**config.mk**
```make
export PLATFORM = sky130hd
export DESIGN_NAME = wgs_shutdown
export DESIGN_NICKNAME = d
export VERILOG_FILES = /design/src/wgs_pkg.sv /design/src/wgs_fault_sync.sv /design/src/wgs_shutdown.sv
export SDC_FILE = /design/constraint.sdc
export NUM_CORES = 1
export LEC_CHECK = 0
export BUFFER_PORTS_ARGS = -buffer_cell sky130_fd_sc_hd__buf_2
export CAP_MARGIN = 20
export CORE_MARGIN = 10
export CORE_UTILIZATION = 40
export CTS_CLUSTER_SIZE = 10
export DETAILED_ROUTE_END_ITERATION = 8
export GPL_TIMING_DRIVEN = 1
export HOLD_SLACK_MARGIN = 0.12
export PLACE_DENSITY = 0.63
export SETUP_SLACK_MARGIN = 0.5
export SYNTH_ARGS = -nofsm -noshare
export SYNTH_HDL_FRONTEND = slang
export SYNTH_SLANG_ARGS = --single-unit
```
**constraint.sdc**
```tcl
create_clock -name i_ref_clk -period 2.3 [get_ports i_ref_clk]
set_input_delay 0.345 -clock i_ref_clk [delete_from_list [all_inputs] [get_ports i_ref_clk]]
set_output_delay 0.345 -clock i_ref_clk [all_outputs]
set_load 0.1 [all_outputs]
```
**src/wgs_pkg.sv**
```systemverilog
// constants shared by the waveform generator auto-shutdown block
// assumes a 32-bit apb slave port and a single 125 mhz clock
`default_nettype none

package wgs_pkg;

   // apb register byte offsets
   localparam logic [11:0] OFF_CTRL0 = 12'h000;  // waveform_control_0
   localparam logic [11:0] OFF_SDC0  = 12'h004;  // shutdown_control_0
   localparam logic [11:0] OFF_SDC1  = 12'h008;  // shutdown_control_1
   localparam logic [11:0] OFF_STAT  = 12'h00c;  // status and irq flag

   // waveform_control_0 fields
   localparam int unsigned CTRL_EN_BIT   = 7;
   localparam int unsigned CTRL_LD_BIT   = 6;
   localparam int unsigned CTRL_MODE_LSB = 0;
   localparam int unsigned MODE_W        = 3;

   // shutdown_control_0 fields
   localparam int unsigned SDC0_FORCE_BIT = 7;
   localparam int unsigned SDC0_REN_BIT   = 6;
   localparam int unsigned SDC0_LBD_LSB   = 4;
   localparam int unsigned SDC0_LAC_LSB   = 2;
   localparam int unsigned LVL_W          = 2;

   // status register fields
   localparam int unsigned STAT_IRQ_BIT   = 0;
   localparam int unsigned STAT_RUN_BIT   = 1;
   localparam int unsigned STAT_FAULT_LSB = 8;
   localparam int unsigned MAX_FAULTS     = 8;

   // reset values
   localparam logic [7:0] CTRL0_RST = 8'h00;
   localparam logic [7:0] SDC0_RST  = 8'h00;
   localparam logic [7:0] SDC1_RST  = 8'h00;

   // output mode codes
   localparam logic [2:0] MODE_ASYNC_STEER = 3'h0;
   localparam logic [2:0] MODE_SYNC_STEER  = 3'h1;
   localparam logic [2:0] MODE_FWD_BRIDGE  = 3'h2;
   localparam logic [2:0] MODE_REV_BRIDGE  = 3'h3;
   localparam logic [2:0] MODE_HALF_BRIDGE = 3'h4;
   localparam logic [2:0] MODE_PUSH_PULL   = 3'h5;

   // override level codes
   localparam logic [1:0] OVR_INACTIVE = 2'h0;
   localparam logic [1:0] OVR_HIZ      = 2'h1;
   localparam logic [1:0] OVR_LOW      = 2'h2;
   localparam logic [1:0] OVR_HIGH     = 2'h3;

   // synchroniser depth for fault inputs
   localparam int unsigned SYNC_STAGES = 3;

   typedef enum logic [1:0] {
      ST_OFF,
      ST_RUN,
      ST_SHUT,
      ST_WAIT_EDGE
   } wgs_state_t;

endpackage : wgs_pkg

`default_nettype wire

```
**src/wgs_fault_sync.sv**
```systemverilog
// three-stage synchroniser for active-low fault levels
// assumes fault inputs are asynchronous to i_ref_clk
`default_nettype none

module wgs_fault_sync #(
   parameter int unsigned N = 6
) (
   input  wire logic         i_ref_clk,
   input  wire logic         i_rstn,
   input  wire logic         i_clk_en,
   input  wire logic [N-1:0] i_async_n,
   output logic      [N-1:0] o_level_n
);

   typedef struct packed {
      logic [N-1:0] s1;
      logic [N-1:0] s2;
      logic [N-1:0] s3;
      logic [N-1:0] stable;
   } wgs_sync_t;

   wgs_sync_t sync_reg;
   wgs_sync_t sync_next;

   // shift chain; level accepted once stages two and three agree
   always_comb begin
      sync_next    = sync_reg;
      sync_next.s1 = i_async_n;
      sync_next.s2 = sync_reg.s1;
      sync_next.s3 = sync_reg.s2;
      for (int i = 0; i < int'(N); i++) begin
         if (sync_reg.s2[i] == sync_reg.s3[i]) begin
            sync_next.stable[i] = sync_reg.s3[i];
         end
      end
   end

   // faults idle high, so reset to inactive
   always_ff @(posedge i_ref_clk or negedge i_rstn) begin
      if (!i_rstn) begin
         sync_reg <= '{s1: '1, s2: '1, s3: '1, stable: '1};
      end else if (i_clk_en) begin
         sync_reg <= sync_next;
      end
   end

   assign o_level_n = sync_reg.stable;

endmodule : wgs_fault_sync

`default_nettype wire

```
**src/wgs_shutdown.sv**
```systemverilog
// auto-shutdown, restart and control of the complementary waveform generator
// assumes an apb master on i_ref_clk; fault inputs asynchronous, data input
// from logic on the same clock
//
// Notes on behaviour
// - software setting force-shutdown enters shutdown and drives override levels
// - without auto-restart, shutdown persists while force-shutdown stays set
// - with auto-restart, hardware clears force-shutdown, resumes on next rising edge
// - force-shutdown shows shutdown condition; software and hardware set and clear it
// - enabled fault going active switches outputs to override levels at once
// - six active-low fault sources: pin, three timers, two comparators
// - each fault source has its own enable; disabled sources cause nothing
// - faults are level sensitive; shutdown held while enabled fault persists
// - one 2-bit field sets B and D levels, another sets A and C
// - every shutdown event sets the irq flag
// - no restart until every shutdown source has gone or been disabled
// - software clears force-shutdown; resume on first data rising edge
// - auto-restart clears force-shutdown when faults gone, then resumes on rising edge; the code clears it only on that same rising edge
// - software clear of force-shutdown ignored while a condition is present
// - control bit 7 enables the module, resets to zero
// - load bit loads dead-band buffers on rise after first fall, then self-clears
// - load bit only settable when module already enabled
// - 3-bit mode selects steering, bridge, half-bridge or push-pull; 110, 111 reserved
// - control bits 5 to 3 read zero and ignore writes
//
// Implementation choices: the APB register port and the placing of the registers.
`default_nettype none

module wgs_shutdown #(
   parameter int unsigned N_FAULT = 6
) (
   input  wire logic               i_ref_clk,
   input  wire logic               i_rstn,
   input  wire logic               i_clk_en,
   input  wire logic               i_psel,
   input  wire logic               i_penable,
   input  wire logic               i_pwrite,
   input  wire logic [11:0]        i_paddr,
   input  wire logic [31:0]        i_pwdata,
   input  wire logic [3:0]         i_pstrb,
   output logic      [31:0]        o_prdata,
   output logic                    o_pready,
   output logic                    o_pslverr,
   input  wire logic [N_FAULT-1:0] i_fault_n,
   input  wire logic               i_wave_data,
   output logic                    o_out_a,
   output logic                    o_out_b,
   output logic                    o_out_c,
   output logic                    o_out_d,
   output logic                    o_oe_a,
   output logic                    o_oe_b,
   output logic                    o_oe_c,
   output logic                    o_oe_d,
   output logic                    o_load_deadband,
   output logic                    o_irq_flag,
   output logic                    o_shutdown_active
);

   // elaboration check on the fault count
   if (N_FAULT < 1 || N_FAULT > wgs_pkg::MAX_FAULTS) begin : g_bad_n
      $error("N_FAULT must lie between 1 and 8");
   end

   typedef struct packed {
      logic               en;
      logic               ld;
      logic [2:0]         mode;
      logic               force_sd;
      logic               auto_rst;
      logic [1:0]         lvl_bd;
      logic [1:0]         lvl_ac;
      logic [N_FAULT-1:0] src_en;
      logic               irq;
      logic               ld_fall_seen;
      logic               ld_pulse;
      logic               data_prev;
      logic               pp_phase;
      wgs_pkg::wgs_state_t st;
      logic               pready;
      logic               pslverr;
      logic [31:0]        prdata;
      logic [3:0]         out;
      logic [3:0]         oe;
   } wgs_core_t;

   wgs_core_t core_reg;
   wgs_core_t core_next;

   logic [N_FAULT-1:0] fault_sync_n;
   logic               fault_sync;
   logic               fault_raw;
   logic               rise;
   logic               fall;
   logic               access;
   logic               wr_ok;
   logic               wr_ctrl0;
   logic               wr_sdc0;
   logic               wr_sdc1;
   logic               wr_stat;
   logic               set_cause;

   // fault level synchroniser
   wgs_fault_sync #(
      .N (N_FAULT)
   ) u_sync (
      .i_ref_clk (i_ref_clk),
      .i_rstn    (i_rstn),
      .i_clk_en  (i_clk_en),
      .i_async_n (i_fault_n),
      .o_level_n (fault_sync_n)
   );

   // address decode: true when the offset is one of the four registers
   function automatic logic addr_hit(input logic [11:0] a);
      return (a == wgs_pkg::OFF_CTRL0) || (a == wgs_pkg::OFF_SDC0) ||
             (a == wgs_pkg::OFF_SDC1) || (a == wgs_pkg::OFF_STAT);
   endfunction : addr_hit

   // override code to drive level, bit 1 is the enable
   function automatic logic [1:0] ovr_drive(input logic [1:0] code);
      logic [1:0] r;
      r = 2'h2;
      unique case (code)
         wgs_pkg::OVR_INACTIVE: r = 2'h2;
         wgs_pkg::OVR_HIZ:      r = 2'h0;
         wgs_pkg::OVR_LOW:      r = 2'h2;
         wgs_pkg::OVR_HIGH:     r = 2'h3;
      endcase
      return r;
   endfunction : ovr_drive

   // normal steering of a, b, c, d from data by mode
   function automatic logic [3:0] steer(input logic [2:0] m, input logic d,
                                        input logic ph);
      logic [3:0] r;
      r = 4'h0;
      case (m)
         wgs_pkg::MODE_ASYNC_STEER,
         wgs_pkg::MODE_SYNC_STEER:  r = {d, d, d, d};
         wgs_pkg::MODE_FWD_BRIDGE:  r = {d, 1'b0, 1'b0, 1'b1};
         wgs_pkg::MODE_REV_BRIDGE:  r = {1'b0, 1'b1, d, 1'b0};
         wgs_pkg::MODE_HALF_BRIDGE: r = {~d, d, ~d, d};
         wgs_pkg::MODE_PUSH_PULL:   r = {1'b0, 1'b0, d & ph, d & ~ph};
         default:                   r = 4'h0;  // reserved codes stay low
      endcase
      return r;
   endfunction : steer

   // fault levels: synced for the flag, raw for the output override
   assign fault_sync = |(~fault_sync_n & core_reg.src_en);
   assign fault_raw  = |(~i_fault_n & core_reg.src_en);

   // data edges, same clock domain
   assign rise = i_wave_data & ~core_reg.data_prev;
   assign fall = ~i_wave_data & core_reg.data_prev;

   // apb write strobes, taken on the edge where pready is high
   assign access   = i_psel & i_penable & core_reg.pready;
   assign wr_ok    = access & i_pwrite & i_pstrb[0];
   assign wr_ctrl0 = wr_ok & (i_paddr == wgs_pkg::OFF_CTRL0);
   assign wr_sdc0  = wr_ok & (i_paddr == wgs_pkg::OFF_SDC0);
   assign wr_sdc1  = wr_ok & (i_paddr == wgs_pkg::OFF_SDC1);
   assign wr_stat  = wr_ok & (i_paddr == wgs_pkg::OFF_STAT);
   assign set_cause = fault_sync | (wr_sdc0 & i_pwdata[wgs_pkg::SDC0_FORCE_BIT]);

   // next-state logic for the whole block
   always_comb begin
      logic [1:0] bd;
      logic [1:0] ac;
      logic [3:0] nrm;
      bd  = ovr_drive(core_reg.lvl_bd);
      ac  = ovr_drive(core_reg.lvl_ac);
      nrm = steer(core_reg.mode, i_wave_data, core_reg.pp_phase);
      core_next = core_reg;
      core_next.data_prev = i_wave_data;
      core_next.ld_pulse  = 1'b0;

      // apb handshake: one wait state, data from a flop
      core_next.pready  = i_psel & i_penable & ~core_reg.pready;
      core_next.pslverr = i_psel & i_penable & ~core_reg.pready & ~addr_hit(i_paddr);
      core_next.prdata  = 32'h0;
      if (i_psel && i_penable && !core_reg.pready && !i_pwrite) begin
         unique case (i_paddr)
            wgs_pkg::OFF_CTRL0: begin
               core_next.prdata[wgs_pkg::CTRL_EN_BIT] = core_reg.en;
               core_next.prdata[wgs_pkg::CTRL_LD_BIT] = core_reg.ld;
               core_next.prdata[2:0] = core_reg.mode;
            end
            wgs_pkg::OFF_SDC0: begin
               core_next.prdata[wgs_pkg::SDC0_FORCE_BIT] = core_reg.force_sd;
               core_next.prdata[wgs_pkg::SDC0_REN_BIT]   = core_reg.auto_rst;
               core_next.prdata[5:4] = core_reg.lvl_bd;
               core_next.prdata[3:2] = core_reg.lvl_ac;
            end
            wgs_pkg::OFF_SDC1: begin
               core_next.prdata[N_FAULT-1:0] = core_reg.src_en;
            end
            wgs_pkg::OFF_STAT: begin
               core_next.prdata[wgs_pkg::STAT_IRQ_BIT] = core_reg.irq;
               core_next.prdata[wgs_pkg::STAT_RUN_BIT] = core_reg.st == wgs_pkg::ST_RUN;
               core_next.prdata[wgs_pkg::STAT_FAULT_LSB +: N_FAULT] = ~fault_sync_n;
            end
            default: core_next.prdata = 32'h0;
         endcase
      end

      // register writes; bits 5:3 of control have no storage
      if (wr_ctrl0) begin
         core_next.en   = i_pwdata[wgs_pkg::CTRL_EN_BIT];
         core_next.mode = i_pwdata[2:0];
      end
      if (wr_sdc0) begin
         core_next.auto_rst = i_pwdata[wgs_pkg::SDC0_REN_BIT];
         core_next.lvl_bd   = i_pwdata[5:4];
         core_next.lvl_ac   = i_pwdata[3:2];
      end
      if (wr_sdc1) begin
         core_next.src_en = i_pwdata[N_FAULT-1:0];
      end

      // dead-band load request: wait for a fall, load on the next rise
      if (core_reg.ld && core_reg.ld_fall_seen && rise) begin
         core_next.ld       = 1'b0;
         core_next.ld_pulse = 1'b1;
      end else if (core_reg.ld && fall) begin
         core_next.ld_fall_seen = 1'b1;
      end
      if (wr_ctrl0 && i_pwdata[wgs_pkg::CTRL_LD_BIT] && core_reg.en) begin
         core_next.ld           = 1'b1;
         core_next.ld_fall_seen = 1'b0;
      end
      if (!core_next.en) begin
         core_next.ld           = 1'b0;
         core_next.ld_fall_seen = 1'b0;
      end

      // force-shutdown: auto clear, software write, then hardware set wins
      if (core_reg.auto_rst && !fault_sync && rise) begin
         core_next.force_sd = 1'b0;
      end
      if (wr_sdc0) begin
         if (i_pwdata[wgs_pkg::SDC0_FORCE_BIT]) begin
            core_next.force_sd = 1'b1;
         end else if (!fault_sync) begin
            core_next.force_sd = 1'b0;
         end
      end
      if (fault_sync) begin
         core_next.force_sd = 1'b1;
      end

      // irq flag: set on each new shutdown, write one clears, set wins
      if (wr_stat && i_pwdata[wgs_pkg::STAT_IRQ_BIT]) begin
         core_next.irq = 1'b0;
      end
      if (core_next.force_sd && !core_reg.force_sd) begin
         core_next.irq = 1'b1;
      end

      // run state machine
      if (!core_reg.en) begin
         core_next.st = core_next.force_sd ? wgs_pkg::ST_SHUT : wgs_pkg::ST_OFF;
      end else begin
         unique case (core_reg.st)
            wgs_pkg::ST_OFF: begin
               core_next.st = core_next.force_sd ? wgs_pkg::ST_SHUT : wgs_pkg::ST_WAIT_EDGE;
            end
            wgs_pkg::ST_RUN: begin
               if (core_next.force_sd) begin
                  core_next.st = wgs_pkg::ST_SHUT;
               end
            end
            wgs_pkg::ST_SHUT: begin
               if (!core_next.force_sd) begin
                  core_next.st = rise ? wgs_pkg::ST_RUN : wgs_pkg::ST_WAIT_EDGE;
               end
            end
            wgs_pkg::ST_WAIT_EDGE: begin
               if (core_next.force_sd) begin
                  core_next.st = wgs_pkg::ST_SHUT;
               end else if (rise) begin
                  core_next.st = wgs_pkg::ST_RUN;
               end
            end
         endcase
      end

      // push-pull alternates on each data rise in the run state
      if (core_reg.st == wgs_pkg::ST_RUN && rise) begin
         core_next.pp_phase = ~core_reg.pp_phase;
      end

      // output drive: off, override, or normal steering
      if (!core_reg.en) begin
         core_next.out = 4'h0;
         core_next.oe  = 4'hf;
      end else if (fault_raw || core_next.st != wgs_pkg::ST_RUN) begin
         core_next.out = {ac[0], bd[0], ac[0], bd[0]};
         core_next.oe  = {ac[1], bd[1], ac[1], bd[1]};
      end else begin
         core_next.out = nrm;
         core_next.oe  = 4'hf;
      end
   end

   // single state register, frozen while clock enable is low
   always_ff @(posedge i_ref_clk or negedge i_rstn) begin
      if (!i_rstn) begin
         core_reg <= '{en: wgs_pkg::CTRL0_RST[wgs_pkg::CTRL_EN_BIT],
                       ld: wgs_pkg::CTRL0_RST[wgs_pkg::CTRL_LD_BIT],
                       mode: wgs_pkg::CTRL0_RST[2:0],
                       force_sd: wgs_pkg::SDC0_RST[wgs_pkg::SDC0_FORCE_BIT],
                       auto_rst: wgs_pkg::SDC0_RST[wgs_pkg::SDC0_REN_BIT],
                       lvl_bd: wgs_pkg::SDC0_RST[5:4],
                       lvl_ac: wgs_pkg::SDC0_RST[3:2],
                       src_en: wgs_pkg::SDC1_RST[N_FAULT-1:0],
                       st: wgs_pkg::ST_OFF,
                       oe: 4'hf,
                       default: '0};
      end else if (i_clk_en) begin
         core_reg <= core_next;
      end
   end

   // outputs straight from the state register
   assign o_prdata          = core_reg.prdata;
   assign o_pready          = core_reg.pready;
   assign o_pslverr         = core_reg.pslverr;
   assign o_out_a           = core_reg.out[3];
   assign o_out_b           = core_reg.out[2];
   assign o_out_c           = core_reg.out[1];
   assign o_out_d           = core_reg.out[0];
   assign o_oe_a            = core_reg.oe[3];
   assign o_oe_b            = core_reg.oe[2];
   assign o_oe_c            = core_reg.oe[1];
   assign o_oe_d            = core_reg.oe[0];
   assign o_load_deadband   = core_reg.ld_pulse;
   assign o_irq_flag        = core_reg.irq;
   assign o_shutdown_active = core_reg.force_sd;

   // checks on the shutdown and control behaviour
   AST_SW_FORCE_SHUT: assert property (@(posedge i_ref_clk) disable iff (!i_rstn)
      i_clk_en && wr_sdc0 && i_pwdata[wgs_pkg::SDC0_FORCE_BIT] && core_reg.en
      |=> core_reg.force_sd && core_reg.st == wgs_pkg::ST_SHUT)
      else $error("software force did not enter shutdown");

   AST_HOLD_NO_RESTART: assert property (@(posedge i_ref_clk) disable iff (!i_rstn)
      core_reg.force_sd && !core_reg.auto_rst && !wr_sdc0 |=> core_reg.force_sd)
      else $error("shutdown left without software clear");

   AST_AUTO_CLEAR: assert property (@(posedge i_ref_clk) disable iff (!i_rstn)
      i_clk_en && core_reg.force_sd && core_reg.auto_rst && !fault_sync && rise
      && !wr_sdc0 |=> !core_reg.force_sd)
      else $error("auto restart did not clear force-shutdown");

   AST_FAULT_OVERRIDE: assert property (@(posedge i_ref_clk) disable iff (!i_rstn)
      i_clk_en && core_reg.en && fault_raw |=>
      core_reg.out[3] == ($past(core_reg.lvl_ac) == wgs_pkg::OVR_HIGH) &&
      core_reg.out[2] == ($past(core_reg.lvl_bd) == wgs_pkg::OVR_HIGH) &&
      core_reg.oe[3] == ($past(core_reg.lvl_ac) != wgs_pkg::OVR_HIZ))
      else $error("fault did not force override levels");

   AST_SET_HAS_CAUSE: assert property (@(posedge i_ref_clk) disable iff (!i_rstn)
      $rose(core_reg.force_sd) |-> $past(set_cause))
      else $error("shutdown set with no enabled source");

   AST_FAULT_HOLDS: assert property (@(posedge i_ref_clk) disable iff (!i_rstn)
      i_clk_en && fault_sync |=> core_reg.force_sd)
      else $error("shutdown released while fault persists");

   AST_IRQ_ON_EVENT: assert property (@(posedge i_ref_clk) disable iff (!i_rstn)
      $rose(core_reg.force_sd) |-> core_reg.irq)
      else $error("shutdown event did not set irq flag");

   AST_CLEAR_NEEDS_QUIET: assert property (@(posedge i_ref_clk) disable iff (!i_rstn)
      $fell(core_reg.force_sd) |-> !$past(fault_sync))
      else $error("force-shutdown cleared with source present");

   AST_WAIT_FOR_RISE: assert property (@(posedge i_ref_clk) disable iff (!i_rstn)
      i_clk_en && core_reg.en && core_reg.st == wgs_pkg::ST_WAIT_EDGE && !rise
      |=> core_reg.st != wgs_pkg::ST_RUN)
      else $error("resumed without a data rising edge");

   AST_SW_CLEAR_BLOCKED: assert property (@(posedge i_ref_clk) disable iff (!i_rstn)
      i_clk_en && wr_sdc0 && !i_pwdata[wgs_pkg::SDC0_FORCE_BIT] && fault_sync
      |=> core_reg.force_sd)
      else $error("software clear took effect during fault");

   AST_LD_PULSE_CAUSE: assert property (@(posedge i_ref_clk) disable iff (!i_rstn)
      core_reg.ld_pulse |-> $past(core_reg.ld) && $past(core_reg.ld_fall_seen)
      && !core_reg.ld)
      else $error("dead-band load without armed request");

   AST_LD_NEEDS_EN: assert property (@(posedge i_ref_clk) disable iff (!i_rstn)
      i_clk_en && !core_reg.en && !core_reg.ld && wr_ctrl0 |=> !core_reg.ld)
      else $error("load bit set while module was disabled");

   AST_CTRL_GAP_ZERO: assert property (@(posedge i_ref_clk) disable iff (!i_rstn)
      core_reg.pready |-> core_reg.prdata[5:3] == 3'h0 || $past(i_paddr) != wgs_pkg::OFF_CTRL0)
      else $error("control bits 5 to 3 read non-zero");

endmodule : wgs_shutdown

`default_nettype wire

```
==> impl_table.tex <==
\begin{tabular}{lr}
\hline
Metric & Value \\
\hline
\multicolumn{2}{l}{\textbf{Status}} \\
Outcome & completed \\
\multicolumn{2}{l}{\textbf{Power}} \\
Maximum vdd ir drop & 0.000261 V \\
Pwr Total & 0.00301 W \\
Power Dens Cells & 726 nW/um\^{}2 \\
Static leakage power & 1.86 nW \\
\multicolumn{2}{l}{\textbf{Worst hold path}} \\
Launch instance of the worst min-delay path & i\_pwdata[4] \\
Worst min path class & in2reg \\
Hold endpoint & core\_reg[53] \\
Cell count of the worst hold path & 2 \\
\multicolumn{2}{l}{\textbf{Timing}} \\
Unrepaired setup endpoints after global routing & yes \\
Pins over their slew limit & 0 \\
Clock tree skew after final layout & 0.0110 ns \\
Post-layout minimum cycle time & 1.86 ns \\
Setup-failing EPs final & 0 \\
Worst Tran Pin Value & 0.605 ns \\
Share of the cycle needed by the critical path after routing & 80.8\% \\
Fin. Hold Viols & 0 \\
Setup TNS Final & 0 ns \\
Peak clock frequency supported by timing & 0.538 GHz \\
Max-slew headroom & 59.1\% \\
\multicolumn{2}{l}{\textbf{Finish}} \\
Flip-flop count of the largest register after layout & 21 \\
Signed area change from the synthesized netlist to the final layout & 19.5\% \\
Fill cell instance count of the final layout & 795 \\
Layout cells sized above 1 & 45.4\% \\
Diodes inserted & 0 \\
Net count reported at finish & 437 \\
Footprint of the flip-flops and latches & 1790 um\^{}2 \\
Multi-input combinational cell area & 1520 um\^{}2 \\
\multicolumn{2}{l}{\textbf{Die}} \\
Vertical die dimension & 113 um \\
Starting Density & 41.6\% \\
Die Outline Area & 12,800 um\^{}2 \\
IO Pins & 106 \\
\# rows & 33 \\
Core Footprint & 8340 um\^{}2 \\
Floorplan die width & 113 um \\
\multicolumn{2}{l}{\textbf{Logic synthesis}} \\
Most used standard cells in the synthesized netlist & dfrtp\_1 (44), buf\_4 (37), mux2\_2 (29) \\
Cell count after synthesis & 318 \\
Share of the synthesized area in the top cell type & 31.7\% \\
Mean area per synthesized cell & 10.9 um\^{}2 \\
Main area contributors after synthesis & dfrtp\_1 (32\%), dfstp\_2 (20\%), mux2\_2 (9.4\%), buf\_4 (8.0\%), o2bb2ai\_1 (3.8\%) \\
Post-synthesis cell type with the largest combined area & dfrtp\_1 \\
Leading register cell type out of synthesis & dfrtp\_1 \\
Share of async-settable or async-resettable flops after synthesis & 100\% \\
FF+latch count, synth & 70 \\
Most used standard cell by instance count after synthesis & dfrtp\_1 \\
Seq/Total Area, Yosys & 51.4\% \\
Post-Syn Area & 3470 um\^{}2 \\
Number of synthesized flops with an enable pin & 0 \\
Yosys warning count & 0 \\
Synth unique cells & 48 \\
\multicolumn{2}{l}{\textbf{Global route}} \\
Pin count of the biggest net entering global routing & 71 \\
Antenna violations before repair & 0 \\
Overall Global Routing Usage & 13.1\% \\
GR Overflow Total & 0 \\
Wire length of the first global-routing pass & 13,500 um \\
Vias in the first global route & 2,623 \\
\multicolumn{2}{l}{\textbf{Detailed routing}} \\
Routed via count & 2,533 \\
Antenna-violating nets left & 0 \\
Number of vias per cell after detailed routing & 5.21 \\
Residual DRC & 0 \\
Wire length reported by the detailed router & 8280 um \\
Wire per inst & 17.0 um \\
Number of iterations in the first detailed-routing pass & 4 \\
Violation count after the first detailed-route iteration & 135 \\
\multicolumn{2}{l}{\textbf{Setup path}} \\
Arrival time of data at the critical path endpoint & 2.13 ns \\
Reg2reg setup slack & 0.44 ns \\
Reg-to-reg endpoint & o\_oe\_c \\
Critical Path Start Type & flop \\
Startpoint of the worst-slack reg-to-reg timing path & o\_pready \\
Worst Path Required & 2.57 ns \\
Maximum net fanout on the critical path & 7 \\
Capturing element type of the critical path & flop \\
Setup CP Type & reg2reg \\
Length in cells of the worst reg-to-reg path & 6 \\
\multicolumn{2}{l}{\textbf{Clocking}} \\
Root buf cell & clkbuf\_8 \\
Clock slew at the register clock pins of the worst setup and hold paths & 0.07 ns \\
Clock insertion delay at the later pin of the skew report & 0.35 ns \\
Clock buffers created by TritonCTS & 9 \\
Clock Tree Buf Depth & 2 \\
TritonCTS sink count & 70 \\
Htree depth & 3 \\
TritonCTS clock tree & yes \\
\multicolumn{2}{l}{\textbf{Placement}} \\
Total half-perimeter wirelength after legalization and detailed placement & 5930 um \\
I/O Buffers & 60 \\
Final weighted congestion in routability-driven placement & 0.806 \\
\multicolumn{2}{l}{\textbf{Job}} \\
Max Cap Violations & 0 \\
\hline
\end{tabular}
[report_power, final]
part | internal, W | switching, W
clock | 0.000559 | 0.000456
sequential | 0.00139 | 0.0000794
combinational | 0.000174 | 0.000349
[worst max-delay path by stage]
stage / from / end / slack, ns / cells after the start
4_1_cts: u_sync.o_level_n[2] / o_out_c / 0.46 / 7
3_5_place_dp: i_paddr[5] / o_oe_b / 0.20 / 7
3_3_place_gp: i_paddr[5] / o_out_c / 0.20 / 7
5_1_grt: core_reg[45] / o_out_c / 0.35 / 8
2_1_floorplan: o_pready / o_oe_b / 0.38 / 6
6_report: o_pready / o_oe_c / 0.44 / 6
[routing by layer]
| layer | GRT usage (%) | part of all wire, % |
|---|---|---|
| met1 | 16.4 | 44 |
| met5 | 0 | 0 |
| met2 | 20.2 | 48 |
| met4 | 4.65 | 1.6 |
| met3 | 4.86 | 6.0 |
[logic make-up (layout without fill, tap and decap cells)]
group | count (synthesis) | in the layout | synth area share [%]
AO/OA/AOI/OAI | 79 | 79 | 15.4
flip-flops | 70 | 70 | 51.4
AND/OR/NAND/NOR | 68 | 68 | 10.9
buffers and inverters | 65 | 111 | 11.1
multiplexers | 34 | 34 | 10.9
other | 1 | 18 | 0.108
XOR/XNOR | 1 | 1 | 0.252
[critical path: stages (launching register included)]
cell and delay (ns):
dfrtp_4 0.41, and3_4 0.19, nand3_4 0.08, nor3b_4 0.28, mux2i_4 0.45, nor2_2 0.07
o32a_1 0.29
[final cells by class]
type	count	share of cell area, %
clock buffer	13	3.83
clock inverter	3	1.03
inverter	18	1.63
multi-input combinational	200	36.5
sequential	70	43.1
tap	105	3.17
timing repair buffer	77	10.7
[timing repair]
item / in CTS / in global routing
setup endpoints to repair: 7 / 10
pin swaps: 9 / 6
buffers inserted: 6 / 1
endpoints found under the hold margin: 44 / 0
resized for setup: 19 / 6
hold buffers: 1 / 0
gates cloned: 0 / 0
[cell usage in the layout, fill, tap and decap left out, types with 2 or more instances in the layout]
master,count
nand2b_4,3
conb_1,18
dfstp_2,26
mux2_2,28
clkbuf_1,2
nor3_1,3
mux2i_1,4
o2bb2ai_1,15
o2111ai_1,2
buf_4,15
inv_1,18
nor2b_1,6
nand2b_1,2
a21oi_1,11
nand3_2,2
o21ai_0,22
nor2_1,5
dfrtp_1,42
nand3_1,4
clkbuf_8,11
o32a_1,2
a22oi_1,5
o22ai_1,5
nor4_2,4
nand2_1,25
o31ai_1,2
buf_2,60
[stage by stage]
step | worst slack, ns | cells | area [um^2] | hold WS [ns] | utilization, %
2_1_floorplan | 0.384 | 335 | 3560 | 0.0494 | -
3_3_place_gp | 0.203 | 462 | 3760 | 0.394 | 45.0
3_5_place_dp | 0.196 | 462 | 3760 | 0.397 | 45.0
4_1_cts | 0.460 | 485 | 4110 | 0.230 | 49.3
5_1_grt | 0.350 | 486 | 4150 | 0.234 | 49.7
6_report | 0.442 | 486 | 4150 | 0.240 | 49.7
Note: power is estimated with default switching activity, not from simulation.
